File: src/sfx_pkg.sv
package sfx_pkg;
  localparam int DATA_W = 8;
  localparam int ADDR_W = 12;
  localparam int PC_STEP = 1;
  localparam int SP_STEP = 2;
  localparam logic [DATA_W-1:0] ACCUM_RST = 8'h00;
  localparam logic [7:0] SP_RST = 8'h00;
  localparam logic [ADDR_W-1:0] PC_RST = 12'h000;
  localparam int FLAG_Z = 0;
  localparam int FLAG_C = 1;
  localparam int FLAG_AC = 2;
  localparam int FLAG_OV = 3;
  localparam logic [3:0] FLAGS_RST = 4'h0;
  typedef enum logic [4:0] {
    SFX_NOP       = 5'h00,
    SFX_TLOW_M    = 5'h01,
    SFX_THIGH_M   = 5'h02,
    SFX_INC_A     = 5'h03,
    SFX_DEC_A     = 5'h04,
    SFX_INC_M     = 5'h05,
    SFX_DEC_M     = 5'h06,
    SFX_WAIT_LOW  = 5'h07,
    SFX_WAIT_HIGH = 5'h08,
    SFX_CALL      = 5'h09,
    SFX_JUMP      = 5'h0A,
    SFX_DELAY_I   = 5'h0B,
    SFX_DELAY_A   = 5'h0C,
    SFX_DELAY_M   = 5'h0D,
    SFX_RET_VAL   = 5'h0E,
    SFX_RET       = 5'h0F
  } sfx_op_t;
  typedef enum logic [1:0] {
    SFX_IDLE  = 2'b00,
    SFX_STALL = 2'b01,
    SFX_COUNT = 2'b11
  } sfx_state_t;
endpackage

File: src/sfx_exec.sv
`timescale 1ns/10ps
// Summary of operation
// - Memory bit test low skips next instruction when bit is 0; flags kept.
// - Memory bit test high skips next instruction when bit is 1; flags kept.
// - Accumulator increment sets all four flags, skips when result is zero.
// - Accumulator decrement sets all four flags, skips when result is zero.
// - Memory increment writes back, sets four flags, skips on zero result.
// - Memory decrement writes back, sets four flags, skips on zero result.
// - Stall until low holds the unit until the port bit reads 0.
// - Stall until high holds the unit until the port bit reads 1.
// - Wait and delay instructions do nothing in single-unit mode.
// - Call stores next address at stack pointer, jumps, stack pointer plus 2.
// - Jump loads any target address into the program counter; flags kept.
// - Immediate delay N occupies N+1 cycles.
// - Accumulator delay takes N from accumulator, occupies N+1 cycles.
// - Memory delay takes N from memory byte, occupies N+1 cycles.
// - Delays count in the accumulator, leave it zero, keep flags.
// - Return with value loads accumulator then returns; flags kept.
// - Return lowers stack pointer by 2 and reloads program counter there.
module sfx_exec
  import sfx_pkg::*;
#(
  parameter int AW = ADDR_W
) (
  input  wire logic           mclk,
  input  wire logic           nrst,
  input  wire logic           op_valid,
  input  wire sfx_op_t        op_code,
  input  wire logic [2:0]     op_bit,
  input  wire logic [7:0]     op_imm,
  input  wire logic [AW-1:0]  op_target,
  input  wire logic [7:0]     mem_rdata,
  input  wire logic [7:0]     port_pin,
  input  wire logic           single_unit,
  output logic                op_ready,
  output logic                mem_we,
  output logic [7:0]          mem_wdata,
  output logic                stack_we,
  output logic [7:0]          stack_addr,
  output logic [AW-1:0]       stack_wdata,
  input  wire logic [AW-1:0]  stack_rdata,
  output logic [AW-1:0]       pc,
  output logic [7:0]          stack_pointer,
  output logic [7:0]          accumulator,
  output logic [3:0]          flags,
  output logic                skip_pending
);
  // Return addresses travel on a stack word of at most sixteen bits.
  if (AW < 1 || AW > 16) begin : g_bad_aw
    $error("sfx_exec: AW out of range");
  end

  function automatic logic [7:0] step8(
    input logic [7:0] a,
    input logic       inc
  );
    step8 = inc ? a + 8'h01 : a - 8'h01;
  endfunction

  function automatic logic [3:0] step_flags(
    input logic [7:0] a,
    input logic       inc
  );
    logic [8:0] r;
    logic [4:0] h;
    r = inc ? {1'b0, a} + 9'h001 : {1'b0, a} - 9'h001;
    h = inc ? {1'b0, a[3:0]} + 5'h01 : {1'b0, a[3:0]} - 5'h01;
    step_flags = 4'h0;
    step_flags[FLAG_Z] = (r[7:0] == 8'h00);
    step_flags[FLAG_C] = r[8];
    step_flags[FLAG_AC] = h[4];
    step_flags[FLAG_OV] = inc ? (!a[7] && r[7]) : (a[7] && !r[7]);
  endfunction

  function automatic logic is_wait(
    input sfx_op_t op
  );
    is_wait = (op == SFX_WAIT_LOW) || (op == SFX_WAIT_HIGH);
  endfunction

  function automatic logic is_delay(
    input sfx_op_t op
  );
    is_delay = (op == SFX_DELAY_I) || (op == SFX_DELAY_A) || (op == SFX_DELAY_M);
  endfunction

  function automatic logic is_inc(
    input sfx_op_t op
  );
    is_inc = (op == SFX_INC_A) || (op == SFX_INC_M);
  endfunction

  sfx_state_t     state;
  sfx_state_t     next_state;
  logic           wait_level;
  logic           next_wait_level;
  logic [2:0]     wait_bit;
  logic [2:0]     next_wait_bit;
  logic [AW-1:0]  next_pc;
  logic [7:0]     next_sp;
  logic           next_skip;
  logic [7:0]     next_acc;
  logic [3:0]     next_flags;
  logic [7:0]     pin_a;
  logic [7:0]     pin_b;
  logic [AW-1:0]  pc_inc;
  logic           take;
  logic           exec;
  logic           unit_op;
  logic           bit_sel;
  logic [7:0]     mem_step;
  logic           stall_done;
  logic           count_done;

  // Port pins cross in from outside the clock domain.
  always_ff @(posedge mclk) begin
    if (!nrst) begin
      pin_a <= 8'h00;
      pin_b <= 8'h00;
    end else begin
      pin_a <= port_pin;
      pin_b <= pin_a;
    end
  end

  assign op_ready = (state == SFX_IDLE);
  assign pc_inc = pc + AW'(PC_STEP);
  assign take = op_valid && op_ready;
  assign exec = take && !skip_pending;
  assign unit_op = !single_unit && (is_wait(op_code) || is_delay(op_code));
  assign bit_sel = mem_rdata[op_bit];
  assign mem_step = step8(mem_rdata, is_inc(op_code));
  assign stall_done = (state == SFX_STALL) && (pin_b[wait_bit] == wait_level);
  assign count_done = (state == SFX_COUNT) && (accumulator == 8'h00);

  // Control group: the sequencer and the pin choice of a running stall.
  always_comb begin
    next_state = state;
    next_wait_level = wait_level;
    next_wait_bit = wait_bit;
    case (state)
      SFX_IDLE: begin
        if (exec && unit_op) begin
          if (is_wait(op_code)) begin
            // The pin choice is latched because op_code and op_bit may change while the stall holds fetch and pc.
            next_wait_level = (op_code == SFX_WAIT_HIGH);
            next_wait_bit = op_bit;
            next_state = SFX_STALL;
          end else begin
            next_state = SFX_COUNT;
          end
        end
      end
      SFX_STALL: begin
        if (stall_done) begin
          next_state = SFX_IDLE;
        end
      end
      SFX_COUNT: begin
        if (count_done) begin
          next_state = SFX_IDLE;
        end
      end
      default: begin
        next_state = SFX_IDLE;
      end
    endcase
  end

  always_ff @(posedge mclk) begin
    if (!nrst) begin
      state <= SFX_IDLE;
      wait_level <= 1'b0;
      wait_bit <= 3'h0;
    end else begin
      state <= next_state;
      wait_level <= next_wait_level;
      wait_bit <= next_wait_bit;
    end
  end

  // Flow group: program counter, stack and the pending skip.
  always_comb begin
    next_pc = pc;
    next_sp = stack_pointer;
    next_skip = skip_pending;
    stack_we = 1'b0;
    stack_addr = stack_pointer;
    stack_wdata = pc_inc;
    case (state)
      SFX_IDLE: begin
        if (take && skip_pending) begin
          next_skip = 1'b0;
          next_pc = pc_inc;
        end else if (take) begin
          next_pc = pc_inc;
          case (op_code)
            SFX_TLOW_M: begin
              next_skip = !bit_sel;
            end
            SFX_THIGH_M: begin
              next_skip = bit_sel;
            end
            SFX_INC_A, SFX_DEC_A: begin
              next_skip = (step8(accumulator, is_inc(op_code)) == 8'h00);
            end
            SFX_INC_M, SFX_DEC_M: begin
              next_skip = (mem_step == 8'h00);
            end
            SFX_WAIT_LOW, SFX_WAIT_HIGH, SFX_DELAY_I, SFX_DELAY_A, SFX_DELAY_M: begin
              if (unit_op) begin
                next_pc = pc;
              end
            end
            SFX_CALL: begin
              stack_we = 1'b1;
              next_sp = stack_pointer + 8'(SP_STEP);
              next_pc = op_target;
            end
            SFX_JUMP: begin
              next_pc = op_target;
            end
            SFX_RET_VAL, SFX_RET: begin
              next_sp = stack_pointer - 8'(SP_STEP);
              stack_addr = next_sp;
              next_pc = stack_rdata;
            end
            default: begin
              next_pc = pc_inc;
            end
          endcase
        end
      end
      SFX_STALL: begin
        if (stall_done) begin
          next_pc = pc_inc;
        end
      end
      SFX_COUNT: begin
        if (count_done) begin
          next_pc = pc_inc;
        end
      end
      default: begin
        next_pc = pc;
      end
    endcase
  end

  always_ff @(posedge mclk) begin
    if (!nrst) begin
      pc <= AW'(PC_RST);
      stack_pointer <= SP_RST;
      skip_pending <= 1'b0;
    end else begin
      pc <= next_pc;
      stack_pointer <= next_sp;
      skip_pending <= next_skip;
    end
  end

  // Data group: accumulator, flags and the memory write strobe.
  always_comb begin
    next_acc = accumulator;
    next_flags = flags;
    mem_we = 1'b0;
    mem_wdata = 8'h00;
    case (state)
      SFX_IDLE: begin
        if (exec) begin
          case (op_code)
            SFX_INC_A, SFX_DEC_A: begin
              next_acc = step8(accumulator, is_inc(op_code));
              next_flags = step_flags(accumulator, is_inc(op_code));
            end
            SFX_INC_M, SFX_DEC_M: begin
              mem_we = 1'b1;
              mem_wdata = mem_step;
              next_flags = step_flags(mem_rdata, is_inc(op_code));
            end
            SFX_DELAY_I: begin
              if (unit_op) begin
                next_acc = op_imm;
              end
            end
            SFX_DELAY_A: begin
              next_acc = accumulator;
            end
            SFX_DELAY_M: begin
              if (unit_op) begin
                next_acc = mem_rdata;
              end
            end
            SFX_RET_VAL: begin
              next_acc = op_imm;
            end
            default: begin
              next_acc = accumulator;
            end
          endcase
        end
      end
      SFX_COUNT: begin
        // An interrupt touching the accumulator here would change the length.
        if (!count_done) begin
          next_acc = accumulator - 8'h01;
        end
      end
      default: begin
        next_acc = accumulator;
      end
    endcase
  end

  always_ff @(posedge mclk) begin
    if (!nrst) begin
      accumulator <= ACCUM_RST;
      flags <= FLAGS_RST;
    end else begin
      accumulator <= next_acc;
      flags <= next_flags;
    end
  end
endmodule // sfx_exec

File: config.mk
export PLATFORM = sky130hd
export DESIGN_NAME = sfx_exec
export DESIGN_NICKNAME = d
export VERILOG_FILES = /design/src/sfx_pkg.sv /design/src/sfx_exec.sv
export SDC_FILE = /design/constraint.sdc
export NUM_CORES = 1
export LEC_CHECK = 0
export ABC_AREA = 1
export BUFFER_PORTS_ARGS = -buffer_cell sky130_fd_sc_hd__clkbuf_2
export CAP_MARGIN = 20
export CORE_MARGIN = 2
export CORE_UTILIZATION = 35
export CTS_CLUSTER_DIAMETER = 60
export CTS_CLUSTER_SIZE = 30
export DETAILED_ROUTE_END_ITERATION = 10
export GPL_TIMING_DRIVEN = 0
export SYNTH_ARGS = -nofsm -noshare
export SYNTH_HDL_FRONTEND = slang
export SYNTH_SLANG_ARGS = --single-unit
File: constraint.sdc
create_clock -name mclk -period 3.6 [get_ports mclk]
set_input_delay 0.72 -clock mclk [delete_from_list [all_inputs] [get_ports mclk]]
set_output_delay 0.72 -clock mclk [all_outputs]
set_load 0.01 [all_outputs]
# Word-level counts from Yosys, hierarchy flattened

Cells that the tools add are included.

Register bits after elaboration: 55
Input bits: 60
Output and inout bits: 64
Logic and storage cells: 152

$add $sub $neg: 15
Order comparisons: 2
Equality and inequality tests: 28
Multiplexer cells: 49
Bitwise logic cells: 1
Reductions and logical operators: 47

Operators with widths:

| cell                    | count |
|---|---|
| $mux W8                 | 13 |
| $pmux W12 S3            | 2 |
| $mux W12                | 5 |
| $eq A5 B4 Y1 const B    | 8 |
| $logic_not A8 Y1        | 5 |
| $pmux W8 S2             | 2 |
| $pmux W8 S4             | 1 |
| $eq A5 B3 Y1 const B    | 4 |
| $add A8 B1 Y9 const B   | 2 |
| $mux W9                 | 2 |
| $sub A8 B1 Y9 const B   | 2 |
| $add A8 B1 Y8 const B   | 2 |
| $sub A8 B1 Y8 const B   | 2 |
| $mux W1                 | 13 |
| $add A12 B1 Y12 const B | 1 |
| $reduce_and A3 Y1       | 4 |
| $logic_and A1 B1 Y1     | 11 |
| $add A4 B1 Y5 const B   | 2 |
| $eq A5 B2 Y1 const B    | 2 |
| $mux W5                 | 2 |
| $sub A4 B1 Y5 const B   | 2 |
| $add A8 B2 Y8 const B   | 1 |
| $lt A3 B4 Y1 const B    | 2 |
| $mux W2                 | 4 |
| other kinds (27)        | 48 |

# Depth between registers and ports, before layout

Depth after elaboration: 10
Depth in mapped cells: 21
Mapped depth without buffers: 20

# Worst setup path before layout

Ideal clock, no wire load.

Kind: input -> output
Start point: input port op_code[0]
End point: output port mem_wdata[6]
Arrival: 2,226 ps
Required time: 2,880 ps
Setup slack: 654 ps
Stages on the path: 17
Buffers on the path: 2
Cells stage by stage: inv_1 -> nor2_2 -> nand3_4 -> nand2_4 -> buf_8 -> buf_6 -> nand2_1 -> nand2_1 -> inv_1 -> ha_1 -> inv_1 -> nand2_2 -> nand3_1 -> nand2_1 -> nand2_1 -> nand2_1 -> nor2_1

Longest elaborated chain between the ends: 6
Elaborated cells between the ends (all ways): 9
Those cells by class: 3 x eq/ne; 4 x mux; 2 x reduce/logical

Ends and longest elaborated chain:

| what                                                | line                            | text |
|---|---|---|
| start: declaration                                  | sfx_exec.sv:28                  | `input wire sfx_op_t op_code,` |
| $eq A5 B2 Y1 / $eq A5 B3 Y1 (equally long branches) | sfx_exec.sv:90, sfx_exec.sv:271 |  |
| $logic_or A1 B1 Y1                                  | sfx_exec.sv:90                  | `is_inc = (op == SFX_INC_A) \|\| (op == SFX_INC_M);` |
| $mux W8                                             | sfx_exec.sv:57                  | `step8 = inc ? a + 8'h01 : a - 8'h01;` |
| $mux W8 *                                           | sfx_exec.sv:271                 | `case (op_code)` |
| $mux W8 *                                           | sfx_exec.sv:270                 | `if (exec) begin` |
| $mux W8 *                                           | sfx_exec.sv:268                 | `case (state)` |
| end: declaration                                    | sfx_exec.sv:37                  | `output logic [7:0] mem_wdata,` |

Every way passes the cells marked *; elsewhere a longest branch is shown, timed or not.

# Worst setup path after layout

Start point: input port op_code[3]
End point: output port mem_wdata[6]

The elaborated chain is that of the path after synthesis.

==> results <==
- Entering global routing, the biggest net connects 20 pins.
- In this run the standard cell core region covers 0.0121 mm2.
- The most common cell after layout, fill and taps aside is sky130_fd_sc_hd__nand2_1.
- OpenSTA, run right after detailed placement, puts the worst setup slack at 0.237 ns.
- The synthesis warning total is 0.
- The congestion estimate from routability-driven global placement came to around 0.91.
- Once the clock tree was built, the resizer swapped 0 gates to a different size.
- The required time of the critical path is ~2.9 ns.
- The worst setup path is launched from an input pin.
- Setup total negative slack on the finished layout was measured at 0 ns.
- Of the synthesized area, sequential elements account for 24.7%.
- In this run the clock root is driven by a sky130_fd_sc_hd__clkbuf_16.
- Synthesis handed over a netlist of ~700 instances.
- The setup clock skew after layout is 0.00661 ns.
- The number of global-route vias before repair is approximately 4500.
- At the worst endpoint, the arrival time is 2.64 ns.
- The sequential cell fraction of total power is 39.7%.
- After floorplanning, the core was divided into 40 placement rows.
- The CTS H-tree depth is 2.
- The final instance count without filler cells is 996.
- From synthesis to final layout, the design area changed by 22.0%.
- The switching part of the total power is a little over a third.
- The number of diodes is 0.
- After synthesis the netlist holds a flip-flop and latch count of 54.
- The clock passes through at most 2 buffers.
- The path class of the tightest hold or removal check is flip-flop to flip-flop.
- The violation count after the first detailed-route iteration is roughly 280.
- The final number of setup-violating endpoints is 0.
- In this run the count of I/O pins placed on the die edge is between 100 and 150.
- The clock period could shrink to 3.36 ns.
- The initial utilization of the core area, before any placement, comes to 36.2%.
- The final layout contains routed wiring with a total length of 13500 um.
- For this run, the leading register cell type out of synthesis is sky130_fd_sc_hd__dfxtp_1.
- The type of the worst setup path is input pin to output port.
- In this run the tightest slew margin relative to its limit is between 60 and 70%.
- The final routed wire length divided by cell count is 13.6 um.
- From left edge to right edge, the die measures 116 um.
- The global routing usage summed across all routing layers is 20.5%.
- Setup repair after global routing left no endpoint under its margin.
- The count of flip-flops with a built-in enable after synthesis is 0.
- The proportion of layout cells with a drive suffix above 1 is 21.6%.
- Summed over all cells, the static leakage comes to 0.00273 uW.
- For this run, asynchronously set or reset flops after synthesis account for 0%.
- The worst path uses 93.3% of the clock period.
- The wire length of the first global-routing pass is about 22000 um.
- The proportion of power drawn by combinational gates is roughly 30%.
- The worst setup path is captured at an output port.
- Dividing the synthesized area by the synthesized cell count gives 6.27 um2.
- The count of buffers added by post-CTS timing repair for setup is 0.
- The achievable clock frequency is 298 MHz.
- The final core area utilization is 44.2%.
- The run finished with clean final reports.
- The clock net in this run drives a total of 54 sinks.
- The worst-case IR drop observed on VDD is 0.183 mV.
- TritonCTS created 5 clock buffers.
- The number of antenna violations at the first check in global routing is 0.
- The detailed-placement wirelength estimate is 10900 um.
- The total count of max-transition violations in the final report was 0.
- For this design the ratio of total power to cell area is between 300 and 400 mW/mm2.
- The y dimension of the die is 116 um.
- Max-cap violations in this run came to 0.
- The final hold violation count is 0.
- The hold buffer count at cts is 0.
- The count of antenna-violating nets left after detailed routing is 0.
- For this design the total switching power over the nets is 583 uW.
- After synthesis the cells add up to 0.00439 mm2.
- The pre-antenna-repair detailed-routing pass consisted of 4 iterations.
- The count of vias placed by the detailed router is 4855.
- In the post-route analysis, the smallest setup slack over all paths is 0.240 ns.
- The area enclosed by the die boundary is between 0.01 and 0.015 mm2.
- The clock share of power is 30.1%.
- TritonCTS built the clock tree.
- The remaining routing DRC violations is 0.
- The number of different library cells used by synthesis comes to 46.
- The top cell types in the final layout, fill and taps aside, are 166 x sky130_fd_sc_hd__nand2_1, 120 x sky130_fd_sc_hd__clkbuf_2, 92 x sky130_fd_sc_hd__inv_1.
- After clock tree synthesis, the clock-pin slew on the worst setup and hold paths is around 0.080 ns.
- The internal power of the cells totals ~1100 uW.
- The net count of the finished layout is ~900.
- The total overflow left after global routing is 0.
- The transition at the pin with the smallest max-transition slack is 0.599 ns.
- Clock latency on the worst-skew pair, taken at its later pin, is 0.30 ns.
- Using the TritonRoute via totals, the vias-per-cell ratio works out to 4.87.
- In this run, placement finished with an instance count of 988.
- The port buffer count is 120.
- Along the worst path, the maximum fanout reaches 10.
cells in the mapped netlist, types with 12 or more instances:
master,n,share of area (%)
sky130_fd_sc_hd__a21oi_1,28,3.2
sky130_fd_sc_hd__a32o_1,12,2.7
sky130_fd_sc_hd__dfxtp_1,54,25
sky130_fd_sc_hd__inv_1,92,7.9
sky130_fd_sc_hd__nand2_1,166,14
sky130_fd_sc_hd__nand3_1,42,4.8
sky130_fd_sc_hd__nor2_1,64,5.5
sky130_fd_sc_hd__nor3_1,16,1.8
sky130_fd_sc_hd__o21ai_0,65,7.4
sky130_fd_sc_hd__xor2_1,19,3.8
worst max-delay path: stages:
cell and delay, ns:
sky130_fd_sc_hd__clkbuf_2 0.13, sky130_fd_sc_hd__nor2_2 0.16, sky130_fd_sc_hd__nand3_4 0.15, sky130_fd_sc_hd__nand2_4 0.12, sky130_fd_sc_hd__buf_8 0.15, sky130_fd_sc_hd__buf_6 0.15
sky130_fd_sc_hd__nand2_1 0.06, sky130_fd_sc_hd__nand2_1 0.06, sky130_fd_sc_hd__inv_1 0.04, sky130_fd_sc_hd__ha_1 0.18, sky130_fd_sc_hd__inv_1 0.09, sky130_fd_sc_hd__nand2_2 0.07
sky130_fd_sc_hd__nand3_1 0.11, sky130_fd_sc_hd__nand2_1 0.06, sky130_fd_sc_hd__nand2_1 0.09, sky130_fd_sc_hd__nand2_1 0.07, sky130_fd_sc_hd__nor2_1 0.09, sky130_fd_sc_hd__clkbuf_2 0.14
final cells by class:
type                    count  area, um2
clock buffers               5        125
fillers                  1382       6760
repair buffers            120        601
well taps                 168        210
inverters                 100        378
clock inverters             3       26.3
flip-flops and latches     54       1080
multi-input cells         520       2780
plain buffers              26        155
kinds of logic after synthesis:
logic type,after synthesis,share of synthesized area [%]
AND/OR/NAND/NOR,319,31.9
AO/OA/AOI/OAI,159,22.3
buffers and inverters,126,12.2
flip-flops,54,24.7
XOR/XNOR,29,5.79
adder cells (fa/ha/maj),11,3.14
other,1,0.0855
per-layer routing:
layer	track usage, %	wire length, um
met5	0	0
met4	4.60	142
met3	3.09	843
met2	34.6	6120
met1	27.7	6410
through the flow:
step	instance area (um2)	total power [uW]	hold slack (ns)
global placement	5200	1180	0.397
global route	5350	1780	0.439
finish	5350	1670	0.415
floorplan	4390	1010	0.390
detailed placement	5200	1180	0.397
CTS	5350	1690	0.418
registers in the layout, indices dropped and copies added, names as in the netlist:
name,flops
skip_pending,1
wait_bit,3
pin_a,8
wait_level,1
pin_b,8
flags,4
accumulator,8
pc,12
stack_pointer,7
state,2
final timing paths:
kind | start | end | cells after the start | slack [ns]
worst min register to register | pin_a[7] | pin_b[7] | 2 | 0.41
worst max register to register | accumulator[0] | skip_pending | 12 | 1.46
worst max-delay path | op_code[3] | mem_wdata[6] | 18 | 0.24
worst min-delay path | pin_a[7] | pin_b[7] | 2 | 0.41
power by group through the flow:
| stage | Clock (uW) | Sequential, uW | Combinational [uW] |
|---|---|---|---|
| 2_1_floorplan | 0 | 678 | 331 |
| 3_3_place_gp | 0 | 677 | 500 |
| 3_5_place_dp | 0 | 676 | 500 |
| 4_1_cts | 521 | 662 | 502 |
| 5_1_grt | 543 | 668 | 572 |
| 6_report | 503 | 662 | 503 |
Note: power is estimated with default switching activity, not from simulation.
